## src/shared/clp_pkg.sv

```systemverilog
// shared constants and carrier types of the clock and low-power controller
`default_nettype none
package clp_pkg;
	localparam int unsigned CLK_SYS_NS = 40;
	// pll multiplication is fixed, nothing can change it
	localparam logic [3:0] PLL_MULT = 4'h4;
	// crystal reference, 5 MHz
	localparam int unsigned XTAL_NS = 200;
	localparam logic [7:0] XTAL_DIV = 8'(XTAL_NS / CLK_SYS_NS);
	localparam logic [7:0] XTAL_HIGH = 8'(XTAL_DIV / 2);
	// oscillator restart time after halt
	localparam int unsigned OSC_STABLE_NS = 10000;
	localparam logic [11:0] OSC_STABLE_CYC =
		12'((OSC_STABLE_NS + CLK_SYS_NS - 1) / CLK_SYS_NS);
	// watchdog clock is the pll clock divided down
	localparam logic [7:0] WDOG_DIV = 8'h0040;
	// mode field position in the system control register
	localparam int unsigned LPSEL_LSB = 12;
	localparam logic [1:0] LPSEL_LIGHT = 2'h0;
	localparam logic [1:0] LPSEL_DEEP = 2'h1;
	localparam logic [7:0] PERIOD_RST = 8'h0000;
	localparam logic [1:0] LOCK_EDGES = 2'h2;

	typedef enum logic [2:0] {
		CLP_RUN,
		CLP_LIGHT,
		CLP_DEEP,
		CLP_HALT,
		CLP_OSC_WAIT
	} clp_state_t;

	typedef struct packed {
		logic cpu;
		logic sys;
		logic wdog;
	} clp_clk_en_t;

	typedef struct packed {
		logic xint1;
		logic xint2;
		logic pdp;
	} clp_ext_irq_t;
endpackage : clp_pkg
`default_nettype wire

```

## src/logic/clp_ctrl.sv

```systemverilog
// clock module and low-power mode controller
//
// Functional notes
// - pll multiplies the reference by fixed four
// - crystal mode: internal oscillator forms 5 MHz base
// - external mode: oscillator bypassed, pin drives reference
// - cpu domain and system domain from pll output
// - light idle stops cpu, clock output runs
// - mode bits 13:12: 00 light, 01 deep, 1x halt
// - deep idle stops both domains, watchdog keeps running
// - halt powers down oscillator, pll, watchdog; reset exits
// - light idle ends on reset or any external, wakeup or enabled peripheral interrupt
// - reset ends idle; halt exit waits oscillator stable
// - external pins wake light and deep, not halt
// - deep idle: unclocked detect, restart, then request
// - power drive protect counts as external interrupt
// - wakeup peripherals restart clocks and end deep idle
// - enabled peripheral irq ends light idle only
`default_nettype none
module clp_ctrl
	import clp_pkg::*;
(
	// clock and reset
	input wire logic clk_sys,
	input wire logic srst,
	// oscillator pins
	input wire logic ext_clock_mode,
	input wire logic clock_input_pin,
	output logic crystal_drive_pin,
	// cpu side
	input wire logic idle_exec,
	input wire logic [15:0] system_control_register,
	input wire logic reset_req,
	input wire logic global_irq_en,
	output logic cpu_hold_reset,
	// wake sources
	input wire logic [1:0] external_irq_pin,
	input wire logic power_drive_protect_irq,
	input wire logic periph_irq_req,
	input wire logic wakeup_irq_req,
	// clocks out
	output clp_clk_en_t clk_en,
	output logic cpu_clock_output,
	output logic pll_locked,
	output logic osc_running,
	output clp_state_t lp_state,
	// interrupt expansion controller side
	output logic wake_async,
	output clp_ext_irq_t iec_ext_irq
);
	clp_state_t state_q;
	logic [1:0] lowpower_select_field;
	logic [7:0] xtal_cnt_q;
	logic osc_run;
	logic ref_prev_q;
	logic ref_edge;
	logic ref_level;
	logic [7:0] per_cnt_q;
	logic [7:0] period_q;
	logic [1:0] edges_q;
	logic [8:0] acc_q;
	logic [8:0] acc_sum;
	logic pll_tick;
	logic [7:0] wdog_cnt_q;
	logic wdog_tick;
	logic [11:0] osc_wait_q;
	logic ext_any;
	logic [2:0] ext_pins;
	logic [2:0] ext_prev_q;
	logic [2:0] ext_rise;
	logic [2:0] pend_q;
	logic send_ok;
	logic cpu_en;
	logic sys_en;
	logic wdog_en;

	assign lowpower_select_field = system_control_register[LPSEL_LSB +: 2];
	assign osc_run = (state_q != CLP_HALT);
	assign osc_running = osc_run;
	assign lp_state = state_q;
	assign cpu_hold_reset = (state_q == CLP_OSC_WAIT);

	// internal oscillator at the crystal rate
	always_ff @(posedge clk_sys) begin
		if (srst) begin
			xtal_cnt_q <= 8'h0000;
		end else if (!osc_run || ext_clock_mode) begin
			xtal_cnt_q <= 8'h0000;
		end else if (xtal_cnt_q == XTAL_DIV - 8'h0001) begin
			xtal_cnt_q <= 8'h0000;
		end else begin
			xtal_cnt_q <= xtal_cnt_q + 8'h0001;
		end
	end

	always_ff @(posedge clk_sys) begin
		if (srst) begin
			crystal_drive_pin <= 1'b0;
		end else begin
			crystal_drive_pin <= osc_run && !ext_clock_mode && (xtal_cnt_q >= XTAL_HIGH);
		end
	end

	// reference comes from the pin in external mode, bypassing the oscillator
	assign ref_level = ext_clock_mode ? clock_input_pin : (xtal_cnt_q < XTAL_HIGH);
	assign ref_edge = osc_run && ref_level && !ref_prev_q;

	always_ff @(posedge clk_sys) begin
		if (srst) begin
			ref_prev_q <= 1'b0;
		end else begin
			ref_prev_q <= ref_level && osc_run;
		end
	end

	// pll: measure the reference period, then spread four ticks over it
	always_ff @(posedge clk_sys) begin
		if (srst || !osc_run) begin
			per_cnt_q <= 8'h0000;
			period_q <= PERIOD_RST;
			edges_q <= 2'h0;
		end else if (ref_edge) begin
			per_cnt_q <= 8'h0001;
			period_q <= per_cnt_q;
			if (edges_q != LOCK_EDGES) begin
				edges_q <= edges_q + 2'h1;
			end
		end else if (per_cnt_q != 8'h00ff) begin
			per_cnt_q <= per_cnt_q + 8'h0001;
		end
	end

	assign pll_locked = (edges_q == LOCK_EDGES) && (period_q >= 8'(PLL_MULT));
	assign acc_sum = acc_q + 9'(PLL_MULT);
	assign pll_tick = pll_locked && (acc_sum >= {1'b0, period_q});

	always_ff @(posedge clk_sys) begin
		if (srst || !pll_locked) begin
			acc_q <= 9'h0000;
		end else if (ref_edge) begin
			acc_q <= 9'h0000;
		end else if (pll_tick) begin
			acc_q <= acc_sum - {1'b0, period_q};
		end else begin
			acc_q <= acc_sum;
		end
	end

	// watchdog clock from the pll, absent in halt and until the pll locks
	always_ff @(posedge clk_sys) begin
		if (srst || !pll_locked) begin
			wdog_cnt_q <= 8'h0000;
		end else if (pll_tick) begin
			wdog_cnt_q <= (wdog_cnt_q == WDOG_DIV - 8'h0001) ? 8'h0000 : wdog_cnt_q + 8'h0001;
		end
	end

	assign wdog_tick = pll_tick && (wdog_cnt_q == 8'h0000);

	// external wake sources, power drive protect among them
	assign ext_pins = {external_irq_pin[0], external_irq_pin[1], power_drive_protect_irq};
	// unclocked detect used while the domains are stopped
	assign ext_any = |ext_pins;
	assign wake_async = (state_q == CLP_DEEP) && (ext_any || wakeup_irq_req);

	// low-power state machine
	always_ff @(posedge clk_sys) begin
		if (srst) begin
			state_q <= CLP_OSC_WAIT;
		end else begin
			case (state_q)
				CLP_RUN: begin
					if (reset_req) begin
						state_q <= CLP_RUN;
					end else if (idle_exec) begin
						if (lowpower_select_field[1]) begin
							state_q <= CLP_HALT;
						end else if (lowpower_select_field == LPSEL_DEEP) begin
							state_q <= CLP_DEEP;
						end else begin
							state_q <= CLP_LIGHT;
						end
					end
				end
				CLP_LIGHT: begin
					if (reset_req || ext_any || wakeup_irq_req ||
						(periph_irq_req && global_irq_en)) begin
						state_q <= CLP_RUN;
					end
				end
				CLP_DEEP: begin
					// plain peripheral requests cannot end deep idle
					if (reset_req || wake_async) begin
						state_q <= CLP_RUN;
					end
				end
				CLP_HALT: begin
					if (reset_req) begin
						state_q <= CLP_OSC_WAIT;
					end
				end
				CLP_OSC_WAIT: begin
					if (osc_wait_q == OSC_STABLE_CYC && pll_locked) begin
						state_q <= CLP_RUN;
					end
				end
				default: begin
					state_q <= CLP_OSC_WAIT;
				end
			endcase
		end
	end

	// oscillator stabilisation count
	always_ff @(posedge clk_sys) begin
		if (srst || state_q != CLP_OSC_WAIT) begin
			osc_wait_q <= 12'h0000;
		end else if (osc_wait_q != OSC_STABLE_CYC) begin
			osc_wait_q <= osc_wait_q + 12'h0001;
		end
	end

	// domain run requests
	assign cpu_en = (state_q == CLP_RUN);
	assign sys_en = (state_q == CLP_RUN) || (state_q == CLP_LIGHT);
	assign wdog_en = (state_q != CLP_HALT);

	clp_gate_cell u_gate_cpu (
		.clk_sys(clk_sys),
		.srst(srst),
		.tick(pll_tick),
		.run_req(cpu_en),
		.clk_en(clk_en.cpu)
	);

	clp_gate_cell u_gate_sys (
		.clk_sys(clk_sys),
		.srst(srst),
		.tick(pll_tick),
		.run_req(sys_en),
		.clk_en(clk_en.sys)
	);

	clp_gate_cell u_gate_wdog (
		.clk_sys(clk_sys),
		.srst(srst),
		.tick(wdog_tick),
		.run_req(wdog_en),
		.clk_en(clk_en.wdog)
	);

	// the cpu clock output is the system domain clock
	assign cpu_clock_output = clk_en.sys;

	// clocked request path toward the expansion controller
	assign ext_rise = ext_pins & ~ext_prev_q;
	assign send_ok = clk_en.sys && (state_q == CLP_RUN);

	always_ff @(posedge clk_sys) begin
		if (srst) begin
			ext_prev_q <= 3'h0;
		end else begin
			ext_prev_q <= ext_pins;
		end
	end

	// a new edge wins over the clear of the same cycle; halt ignores pins
	always_ff @(posedge clk_sys) begin
		if (srst) begin
			pend_q <= 3'h0;
		end else if (state_q == CLP_HALT || state_q == CLP_OSC_WAIT) begin
			pend_q <= 3'h0;
		end else begin
			pend_q <= (send_ok ? 3'h0 : pend_q) | ext_rise;
		end
	end

	always_ff @(posedge clk_sys) begin
		if (srst) begin
			iec_ext_irq <= '0;
		end else begin
			iec_ext_irq <= send_ok ? pend_q : 3'h0;
		end
	end

	// helper: pll ticks counted between reference edges
	logic [3:0] tick_cnt_q;
	always_ff @(posedge clk_sys) begin
		if (srst || !pll_locked) begin
			tick_cnt_q <= 4'h0;
		end else if (ref_edge) begin
			tick_cnt_q <= 4'h0;
		end else if (pll_tick) begin
			tick_cnt_q <= tick_cnt_q + 4'h1;
		end
	end

	pll_four_ticks_a: assert property (@(posedge clk_sys) disable iff (srst)
		(ref_edge && pll_locked && $past(pll_locked) && $stable(period_q))
		|-> (tick_cnt_q + 4'(pll_tick) == 4'(PLL_MULT)))
		else $error("pll tick count per reference period wrong");
	mode_select_a: assert property (@(posedge clk_sys) disable iff (srst)
		(state_q == CLP_RUN && idle_exec && !reset_req) |=>
		(state_q == (lowpower_select_field[1] ? CLP_HALT :
		(lowpower_select_field[0] ? CLP_DEEP : CLP_LIGHT))))
		else $error("wrong low-power state entered");
	light_cpu_off_a: assert property (@(posedge clk_sys) disable iff (srst)
		(state_q == CLP_LIGHT) [*5] |-> !clk_en.cpu)
		else $error("cpu clock running in light idle");
	light_sys_on_a: assert property (@(posedge clk_sys) disable iff (srst)
		(state_q == CLP_LIGHT && $past(state_q) == CLP_LIGHT && pll_tick) |-> cpu_clock_output)
		else $error("clock output stopped in light idle");
	deep_sys_off_a: assert property (@(posedge clk_sys) disable iff (srst)
		(state_q == CLP_DEEP) [*5] |-> (!clk_en.sys && !clk_en.cpu && osc_running))
		else $error("domain running in deep idle");
	halt_osc_off_a: assert property (@(posedge clk_sys) disable iff (srst)
		(state_q == CLP_HALT && !reset_req) |=> (state_q == CLP_HALT && !osc_running
		&& !pll_locked && !clk_en.wdog))
		else $error("halt left without reset");
	light_irq_exit_a: assert property (@(posedge clk_sys) disable iff (srst)
		(state_q == CLP_LIGHT && (ext_any || (periph_irq_req && global_irq_en))) |=>
		(state_q == CLP_RUN))
		else $error("light idle not left on interrupt");
	deep_periph_hold_a: assert property (@(posedge clk_sys) disable iff (srst)
		(state_q == CLP_DEEP && !reset_req && !wake_async) |=> (state_q == CLP_DEEP))
		else $error("deep idle left without wake source");
	osc_wait_len_a: assert property (@(posedge clk_sys) disable iff (srst)
		($rose(cpu_hold_reset) && !pll_locked) |-> cpu_hold_reset [*8])
		else $error("cpu reset released before oscillator settled");
	deep_req_late_a: assert property (@(posedge clk_sys) disable iff (srst)
		(state_q == CLP_DEEP) |-> (iec_ext_irq == 3'h0))
		else $error("request raised while clocks stopped");

	halt_cover_c: cover property (@(posedge clk_sys) disable iff (srst)
		state_q == CLP_HALT ##1 state_q == CLP_OSC_WAIT);
	deep_wake_c: cover property (@(posedge clk_sys) disable iff (srst)
		state_q == CLP_DEEP && wake_async);
	light_wake_c: cover property (@(posedge clk_sys) disable iff (srst)
		state_q == CLP_LIGHT ##1 state_q == CLP_RUN);
endmodule : clp_ctrl
`default_nettype wire

```

## src/logic/clp_gate_cell.sv

```systemverilog
// glitch-free enable gate for one clock domain
`default_nettype none
module clp_gate_cell
	import clp_pkg::*;
(
	// clock and reset
	input wire logic clk_sys,
	input wire logic srst,
	// control
	input wire logic tick,
	input wire logic run_req,
	// gated domain enable
	output logic clk_en
);
	logic gate_q;

	// the gate only moves between ticks, so no pulse is ever cut short
	always_ff @(posedge clk_sys) begin
		if (srst) begin
			gate_q <= 1'b0;
		end else if (!tick) begin
			gate_q <= run_req;
		end
	end

	assign clk_en = tick & gate_q;
endmodule : clp_gate_cell
`default_nettype wire

```

## config.mk

```make
export PLATFORM = sky130hd
export DESIGN_NAME = clp_ctrl
export DESIGN_NICKNAME = d
export VERILOG_FILES = /design/src/shared/clp_pkg.sv /design/src/logic/clp_ctrl.sv /design/src/logic/clp_gate_cell.sv
export SDC_FILE = /design/constraint.sdc
export NUM_CORES = 1
export LEC_CHECK = 0
export BUFFER_PORTS_ARGS = -buffer_cell sky130_fd_sc_hd__buf_2
export CAP_MARGIN = 25
export CORE_MARGIN = 2
export CORE_UTILIZATION = 50
export CTS_CLUSTER_SIZE = 25
export DETAILED_ROUTE_END_ITERATION = 10
export PLACE_DENSITY = 0.75
export RECOVER_POWER = 50
export SYNTH_ARGS = -nofsm -noshare
export SYNTH_HDL_FRONTEND = slang
export SYNTH_HIERARCHICAL = 1
export SYNTH_SLANG_ARGS = --single-unit
```

## constraint.sdc

```tcl
create_clock -name clk_sys -period 8.5 [get_ports clk_sys]
set_input_delay 0.425 -clock clk_sys [delete_from_list [all_inputs] [get_ports clk_sys]]
set_output_delay 0.425 -clock clk_sys [all_outputs]
set_load 0.02 [all_outputs]
```

==> results_dict.tcl, run 1 <==
set metrics [dict create \
    synth-main-ff-cell "sky130_fd_sc_hd__dfxtp_1" \
    largest_net_degree_at_the_start_of_global_routing 16 \
    fin_crit_ps 3880 \
    hold_viol 0 \
    post_cts_hold_buffer_count 0 \
    cts_tree "built" \
    report.final.slew_viol_count 0 \
    number_of_nets_with_antenna_violations_after_detailed_routing 0 \
    worst_slew_margin_rel 0.436 \
    synth_nets 490 \
    post_cts_resize_count 0 \
    min_from "ext_clock_mode" \
    drc 0 \
    cp.required_ps 8080 \
    wirelength_mm 7.56 \
    synth.yosys.warnings 6 \
    cts_sinks 72 \
    dr.first_iter.drc_count 134 \
    io_buf_count 28 \
    tightest_slew_ps 839 \
    synth_cell_types 61 \
    yosys.cell_count.top_type "sky130_fd_sc_hd__dfxtp_1" \
    critical_path.max_stage_delay_ps 490 \
    ys_top_cells_by_count "sky130_fd_sc_hd__dfxtp_1, sky130_fd_sc_hd__nor2_1, sky130_fd_sc_hd__nand3_1, sky130_fd_sc_hd__a21oi_1, sky130_fd_sc_hd__nand2_1" \
    post-dp-hpwl_mm 5.55 \
    critical_path_class "register to output port" \
    share_of_the_clock_period_used_by_the_worst_path_after_layout 0.456 \
    synth-seq-cells 72 \
    seq_area_frac_synth 0.377 \
    synth_largest_area_cell "sky130_fd_sc_hd__dfxtp_1" \
    gr-total-overflow 0 \
    numCtsBuffers 9 \
    die-height_um 91.5 \
    irDropWorstVdd_mv 0.130 \
    critical_path_arrival_ps 3450 \
    vias 3136 \
    endpoint_of_the_worst_register_to_register_path "iec_ext_irq[2]" \
    cp_slowest_cell "sky130_fd_sc_hd__a31o_1" \
    synth_largest_type_area_fraction 0.377 \
    unrepaired_setup_endpoints_after_global_routing "false" \
    worst_hold_path.endpoint "crystal_drive_pin" \
    grt_pass1_vias 3020 \
    h_tree_depth 3 \
    cap_viol_max_count 0 \
    max_root_sink_buffers 2 \
    p_per_area_nw_per_um2 157 \
    crit_path_cells "nand3_1 > nor2_1 > xor2_1 > ha_1 > and4_1 > a21oi_1 > a31o_1 > nand2_4 > and4_2 > and2_2 > buf_2" \
    route.detailed.vias_per_inst 5.48 \
    grt_antenna_before_repair 0 \
    synth.area.top_cells "sky130_fd_sc_hd__dfxtp_1, sky130_fd_sc_hd__ha_1, sky130_fd_sc_hd__nor2_1" \
    std_cell_rows 31 \
    final-setup-viol-count 0 \
    hold_path_depth 2 \
    sum_of_negative_setup_slack_ps 0 \
    reg2reg_from "acc_q[4]" \
    cts_setup_buffers 0 \
    synth_area_per_cell_sq_um 8.63 \
    grt_first_pass_wirelength_mm 13.1 \
    fp.dieW_um 91.5 \
    share_of_synthesized_flip_flops_with_an_asynchronous_set_or_reset 0 \
    reg2reg_depth 12 \
    power.leakage_uw 0.00148 \
    gp_congestion 0.873 \
    final_core_util 0.568 \
    area_delta_synth_final_pct 8.90 \
    timing.reg2reg.setup_slack_ps 5250 \
    clk_root_buffer_cell "sky130_fd_sc_hd__clkbuf_8" \
    num-nets-final 515 \
    post_route_cells_drive_above_1_share 0.116 \
    timing.critical_path.fanout_max 11 \
    netlist_area_sq_um 3820 \
    crit_path_end_kind "output port" \
    hp-class "input pin to register" \
    fp.coreArea_sq_um 7330 \
    synth_enable_flop_cells 0 \
    status "complete, no violations" \
    initial_core_util 0.522 \
    global_route_usage_sum 0.187 \
    achievable-frequency_ghz 0.258 \
    drtPass1Iterations 4 \
    antennaDiodeCount 0 \
    die-area_sq_um 8360 \
    pin_count 43 \
    post_syn_instances 443 \
    worstSetupStartpointType "register" \
    avgRoutedWirePerCell_um 13.2 \
    clock_latency_ps 340 \
    max_clock_skew_ps 4.14 \
    cts.reportedPaths.clkPinSlew_ps 80 \
]
state kept, by name (all words and copies together), names as in the netlist:
name                count
acc_q                   9
period_q                8
osc_wait_q             12
crystal_drive_pin       1
edges_q                 2
ref_prev_q              1
per_cnt_q               8
pend_q                  3
u_gate_sys/gate_q       1
u_gate_wdog/gate_q      1
xtal_cnt_q              8
wdog_cnt_q              8
u_gate_cpu/gate_q       1
lp_state                3
iec_ext_irq             3
ext_prev_q              3
how the worst max path moves through the flow:
stage / start / end / depth (start not counted)
floorplan: acc_q[2] / clk_en[0] / 11
global placement: acc_q[2] / clk_en[0] / 11
detailed placement: acc_q[2] / clk_en[0] / 11
CTS: acc_q[2] / clk_en[0] / 11
global route: acc_q[2] / clk_en[0] / 11
finish: acc_q[4] / clk_en[0] / 11
placed cells by master, fill, tap and decap left out, types with 3 or more instances in the layout:
cell and instances:
sky130_fd_sc_hd__dfxtp_1 72, sky130_fd_sc_hd__nor2_1 50, sky130_fd_sc_hd__nand3_1 33, sky130_fd_sc_hd__nand2_1 32, sky130_fd_sc_hd__a21oi_1 32, sky130_fd_sc_hd__inv_1 26, sky130_fd_sc_hd__o21ai_0 21, sky130_fd_sc_hd__ha_1 18
sky130_fd_sc_hd__buf_2 18, sky130_fd_sc_hd__xor2_1 15, sky130_fd_sc_hd__xnor2_1 12, sky130_fd_sc_hd__clkbuf_8 10, sky130_fd_sc_hd__clkbuf_1 10, sky130_fd_sc_hd__a211oi_1 9, sky130_fd_sc_hd__nor3_1 9, sky130_fd_sc_hd__nor2b_1 9
sky130_fd_sc_hd__mux2i_1 9, sky130_fd_sc_hd__nand4_1 8, sky130_fd_sc_hd__or3_1 6, sky130_fd_sc_hd__nor4_1 6, sky130_fd_sc_hd__nand3b_1 5, sky130_fd_sc_hd__and2_1 5, sky130_fd_sc_hd__and3_1 4, sky130_fd_sc_hd__a211oi_2 3
sky130_fd_sc_hd__a21o_1 3, sky130_fd_sc_hd__and2_2 3
per-stage QoR:
step	hold slack (ps)	setup WS [ps]	power, uW	std cells	cell area (sq um)
floorplan	430	5580	379	443	3820
global placement	443	5120	386	556	3990
detailed placement	452	5020	388	556	3990
CTS	291	4640	661	572	4200
global route	300	4440	680	572	4160
finish	297	4620	655	572	4160
cells by family after synthesis:
kind of cell / Yosys count / synth area share
XOR/XNOR: 27 / 0.0618
adder cells (fa/ha/maj): 19 / 0.0641
AND/OR/NAND/NOR: 184 / 0.251
AO/OA/AOI/OAI: 91 / 0.170
flip-flops: 72 / 0.377
multiplexers: 9 / 0.0236
buffers and inverters: 41 / 0.0524
critical path: cells and delay by family, from the launching register on:
family	cells	cell delay, ps
buffers and inverters	1	160
AND/OR/NAND/NOR	6	1120
adder cells (fa/ha/maj)	1	380
XOR/XNOR	1	270
AO/OA/AOI/OAI	2	790
flip-flops	1	380
final cells by class:
type	count	area [sq um]
Clock inverter	6	67.6
Clock buffer	10	138
Multi-Input combinational cell	330	2160
Timing Repair Buffer	28	128
Fill cell	657	3170
Sequential cell	72	1440
Inverter	27	104
Tap cell	99	124
metal layers:
layer / part of all wire / global-route usage
met1: 0.46 / 0.235
met2: 0.50 / 0.319
met5: 0 / 0
met4: 0.0067 / 0.0543
met3: 0.040 / 0.0423
report_power, final:
part           internal, uW  total [uW]  switching, uW
sequential              343         347           4.67
combinational          12.6        32.6           20.0
clock                   144         275            130
total                   500         655            155
Power figures use the tool's default switching activity.
==> inputs of run 2 (changes only) <==
Settings changed: PLACE_DENSITY 0.75 to 0.78.
Clock period 8.5 ns to 3.3 ns, I/O delays scaled along.
==> run 2 against run 1 <==
Core utilization up 0.17 points. Clock power up 120%. Sequential power grew to 2.6 times the previous value. Hold slack worse by 280 ps. Non-clock buffer count grew 5. Die area unchanged. Flip-flop and latch count unchanged. Sequential share of layout area down 0.074 points. Power rose by 140%. Setup slack lost 4500 ps. First-iteration DRC count grew 3.7%. Combinational power grew to 2.5 times the previous value.
==> results_dict.tcl, run 2 (same netlist as run 1, synthesis figures left out) <==
set metrics [dict create \
    report.final.slew_viol_count 0 \
    crit_buf_inv 1 \
    initial_core_util 0.522 \
    max_root_sink_buffers 2 \
    number_of_nets_with_antenna_violations_after_detailed_routing 0 \
    die-height_um 91.5 \
    largest_reg_flops 12 \
    hp-class "input pin to register" \
    global_route_usage_sum 0.195 \
    cp.required_ps 3130 \
    mostFrequentLayoutCells "sky130_fd_sc_hd__dfxtp_1, sky130_fd_sc_hd__nor2_1, sky130_fd_sc_hd__nand3_1" \
    sum_of_negative_setup_slack_ps 0 \
    gp_congestion 0.890 \
    gr-total-overflow 0 \
    crit_path_end_kind "output port" \
    critical_path_arrival_ps 3030 \
    antennaDiodeCount 0 \
    drtPass1Iterations 4 \
    cap_viol_max_count 0 \
    h_tree_depth 3 \
    mostFrequentLayoutCell "sky130_fd_sc_hd__dfxtp_1" \
    p_per_area_nw_per_um2 381 \
    dr.first_iter.drc_count 139 \
    timing.critical_path.fanout_max 7 \
    post-dp-hpwl_mm 5.83 \
    die-area_sq_um 8360 \
    achievable-frequency_ghz 0.313 \
    irDropWorstVdd_mv 0.294 \
    avgRoutedWirePerCell_um 13.5 \
    post_route_cells_drive_above_1_share 0.130 \
    largest-register "osc_wait_q" \
    worst_slew_margin_rel 0.110 \
    critical_path.top_delay_family "simple AND/OR/NAND/NOR gates" \
    fin_crit_ps 3190 \
    pin_count 43 \
    wirelength_mm 7.76 \
    critPathMostFrequentCell "sky130_fd_sc_hd__and4_2" \
    cp_slowest_cell "sky130_fd_sc_hd__dfxtp_2" \
    cts.reportedPaths.clkPinSlew_ps 70 \
    num-nets-final 520 \
    fp.coreArea_sq_um 7330 \
    max_clock_skew_ps 10.3 \
    numCtsBuffers 9 \
    io_buf_count 28 \
    worstSetupStartpointType "register" \
    cts_tree "built" \
    critical_path.max_stage_delay_ps 360 \
    hold_viol 0 \
    crit_path_cells "ha_2 > nand3_1 > xnor2_2 > ha_1 > and4_2 > a21boi_4 > o311ai_4 > nand2_4 > and4_2 > and2_2 > buf_2" \
    clk_root_buffer_cell "sky130_fd_sc_hd__clkbuf_8" \
    reg_top3 "osc_wait_q: 12 flops, acc_q: 9 flops" \
    final-setup-viol-count 0 \
    cts_sinks 72 \
    tightest_slew_ps 1320 \
    route.detailed.vias_per_inst 5.52 \
    grt_first_pass_wirelength_mm 13.4 \
    grt_antenna_before_repair 0 \
    post_cts_hold_buffer_count 0 \
    share_of_the_clock_period_used_by_the_worst_path_after_layout 0.968 \
    fp.dieW_um 91.5 \
    clock_latency_ps 350 \
    area_delta_synth_final_pct 9.23 \
    status "complete, no violations" \
    power.leakage_uw 0.00151 \
    final_core_util 0.570 \
    largest_net_degree_at_the_start_of_global_routing 16 \
    critical_path_class "register to output port" \
    vias 3184 \
    std_cell_rows 31 \
    grt_pass1_vias 3116 \
    drc 0 \
]
## run 2: final cells by class
type	count	area, sq um
clock buffer	9	124
clock inverter	7	46.3
fill	668	3150
inverter	27	104
multi-input combinational	330	2180
sequential	72	1440
tap	99	124
timing repair buffer	33	160
## run 2: path summary, 6_finish.rpt
check | start | end | slack (ps) | depth (start not counted)
worst max-delay path | acc_q[2] | clk_en[0] | 110 | 11
worst min-delay path | ext_clock_mode | crystal_drive_pin | 20 | 2
worst max register to register | xtal_cnt_q[6] | acc_q[8] | 370 | 5
worst min register to register | period_q[1] | period_q[1] | 470 | 2
## run 2: per-stage QoR
step / hold slack, ps / cells / total power (uW) / area, sq um / worst slack (ps)
6_report: 21.9 / 577 / 1590 / 4180 / 106
5_1_grt: 10.2 / 577 / 1660 / 4180 / -10.2
4_1_cts: 1.83 / 576 / 1610 / 4200 / 9.24
3_5_place_dp: 382 / 560 / 999 / 4020 / 389
3_3_place_gp: 381 / 560 / 994 / 4020 / 468
2_1_floorplan: 237 / 443 / 975 / 3820 / 565
## run 2: per-layer routing
| metal | vias up | routed length [um] | share of wire | global-route usage |
|---|---|---|---|---|
| li1 | 1636 | - | - | - |
| met1 | 1493 | 3440 | 0.44 | 0.229 |
| met2 | 44 | 3930 | 0.51 | 0.333 |
| met3 | 11 | 275 | 0.035 | 0.0531 |
| met4 | 0 | 118 | 0.015 | 0.0808 |
| met5 | - | 0 | 0 | 0 |
## run 2: power by group
| part | total, uW | switching, uW | internal (uW) | leakage [uW] |
|---|---|---|---|---|
| Sequential | 894 | 11.5 | 882 | 0.000584 |
| Combinational | 83.1 | 50.8 | 32.2 | 0.000828 |
| Clock | 615 | 341 | 274 | 0.0000935 |
## run 2: repair_timing
item,4_1_cts,5_1_grt
setup buffers,0,1
pin swaps,0,2
resized for setup,1,5
endpoints found under the setup margin,1,1
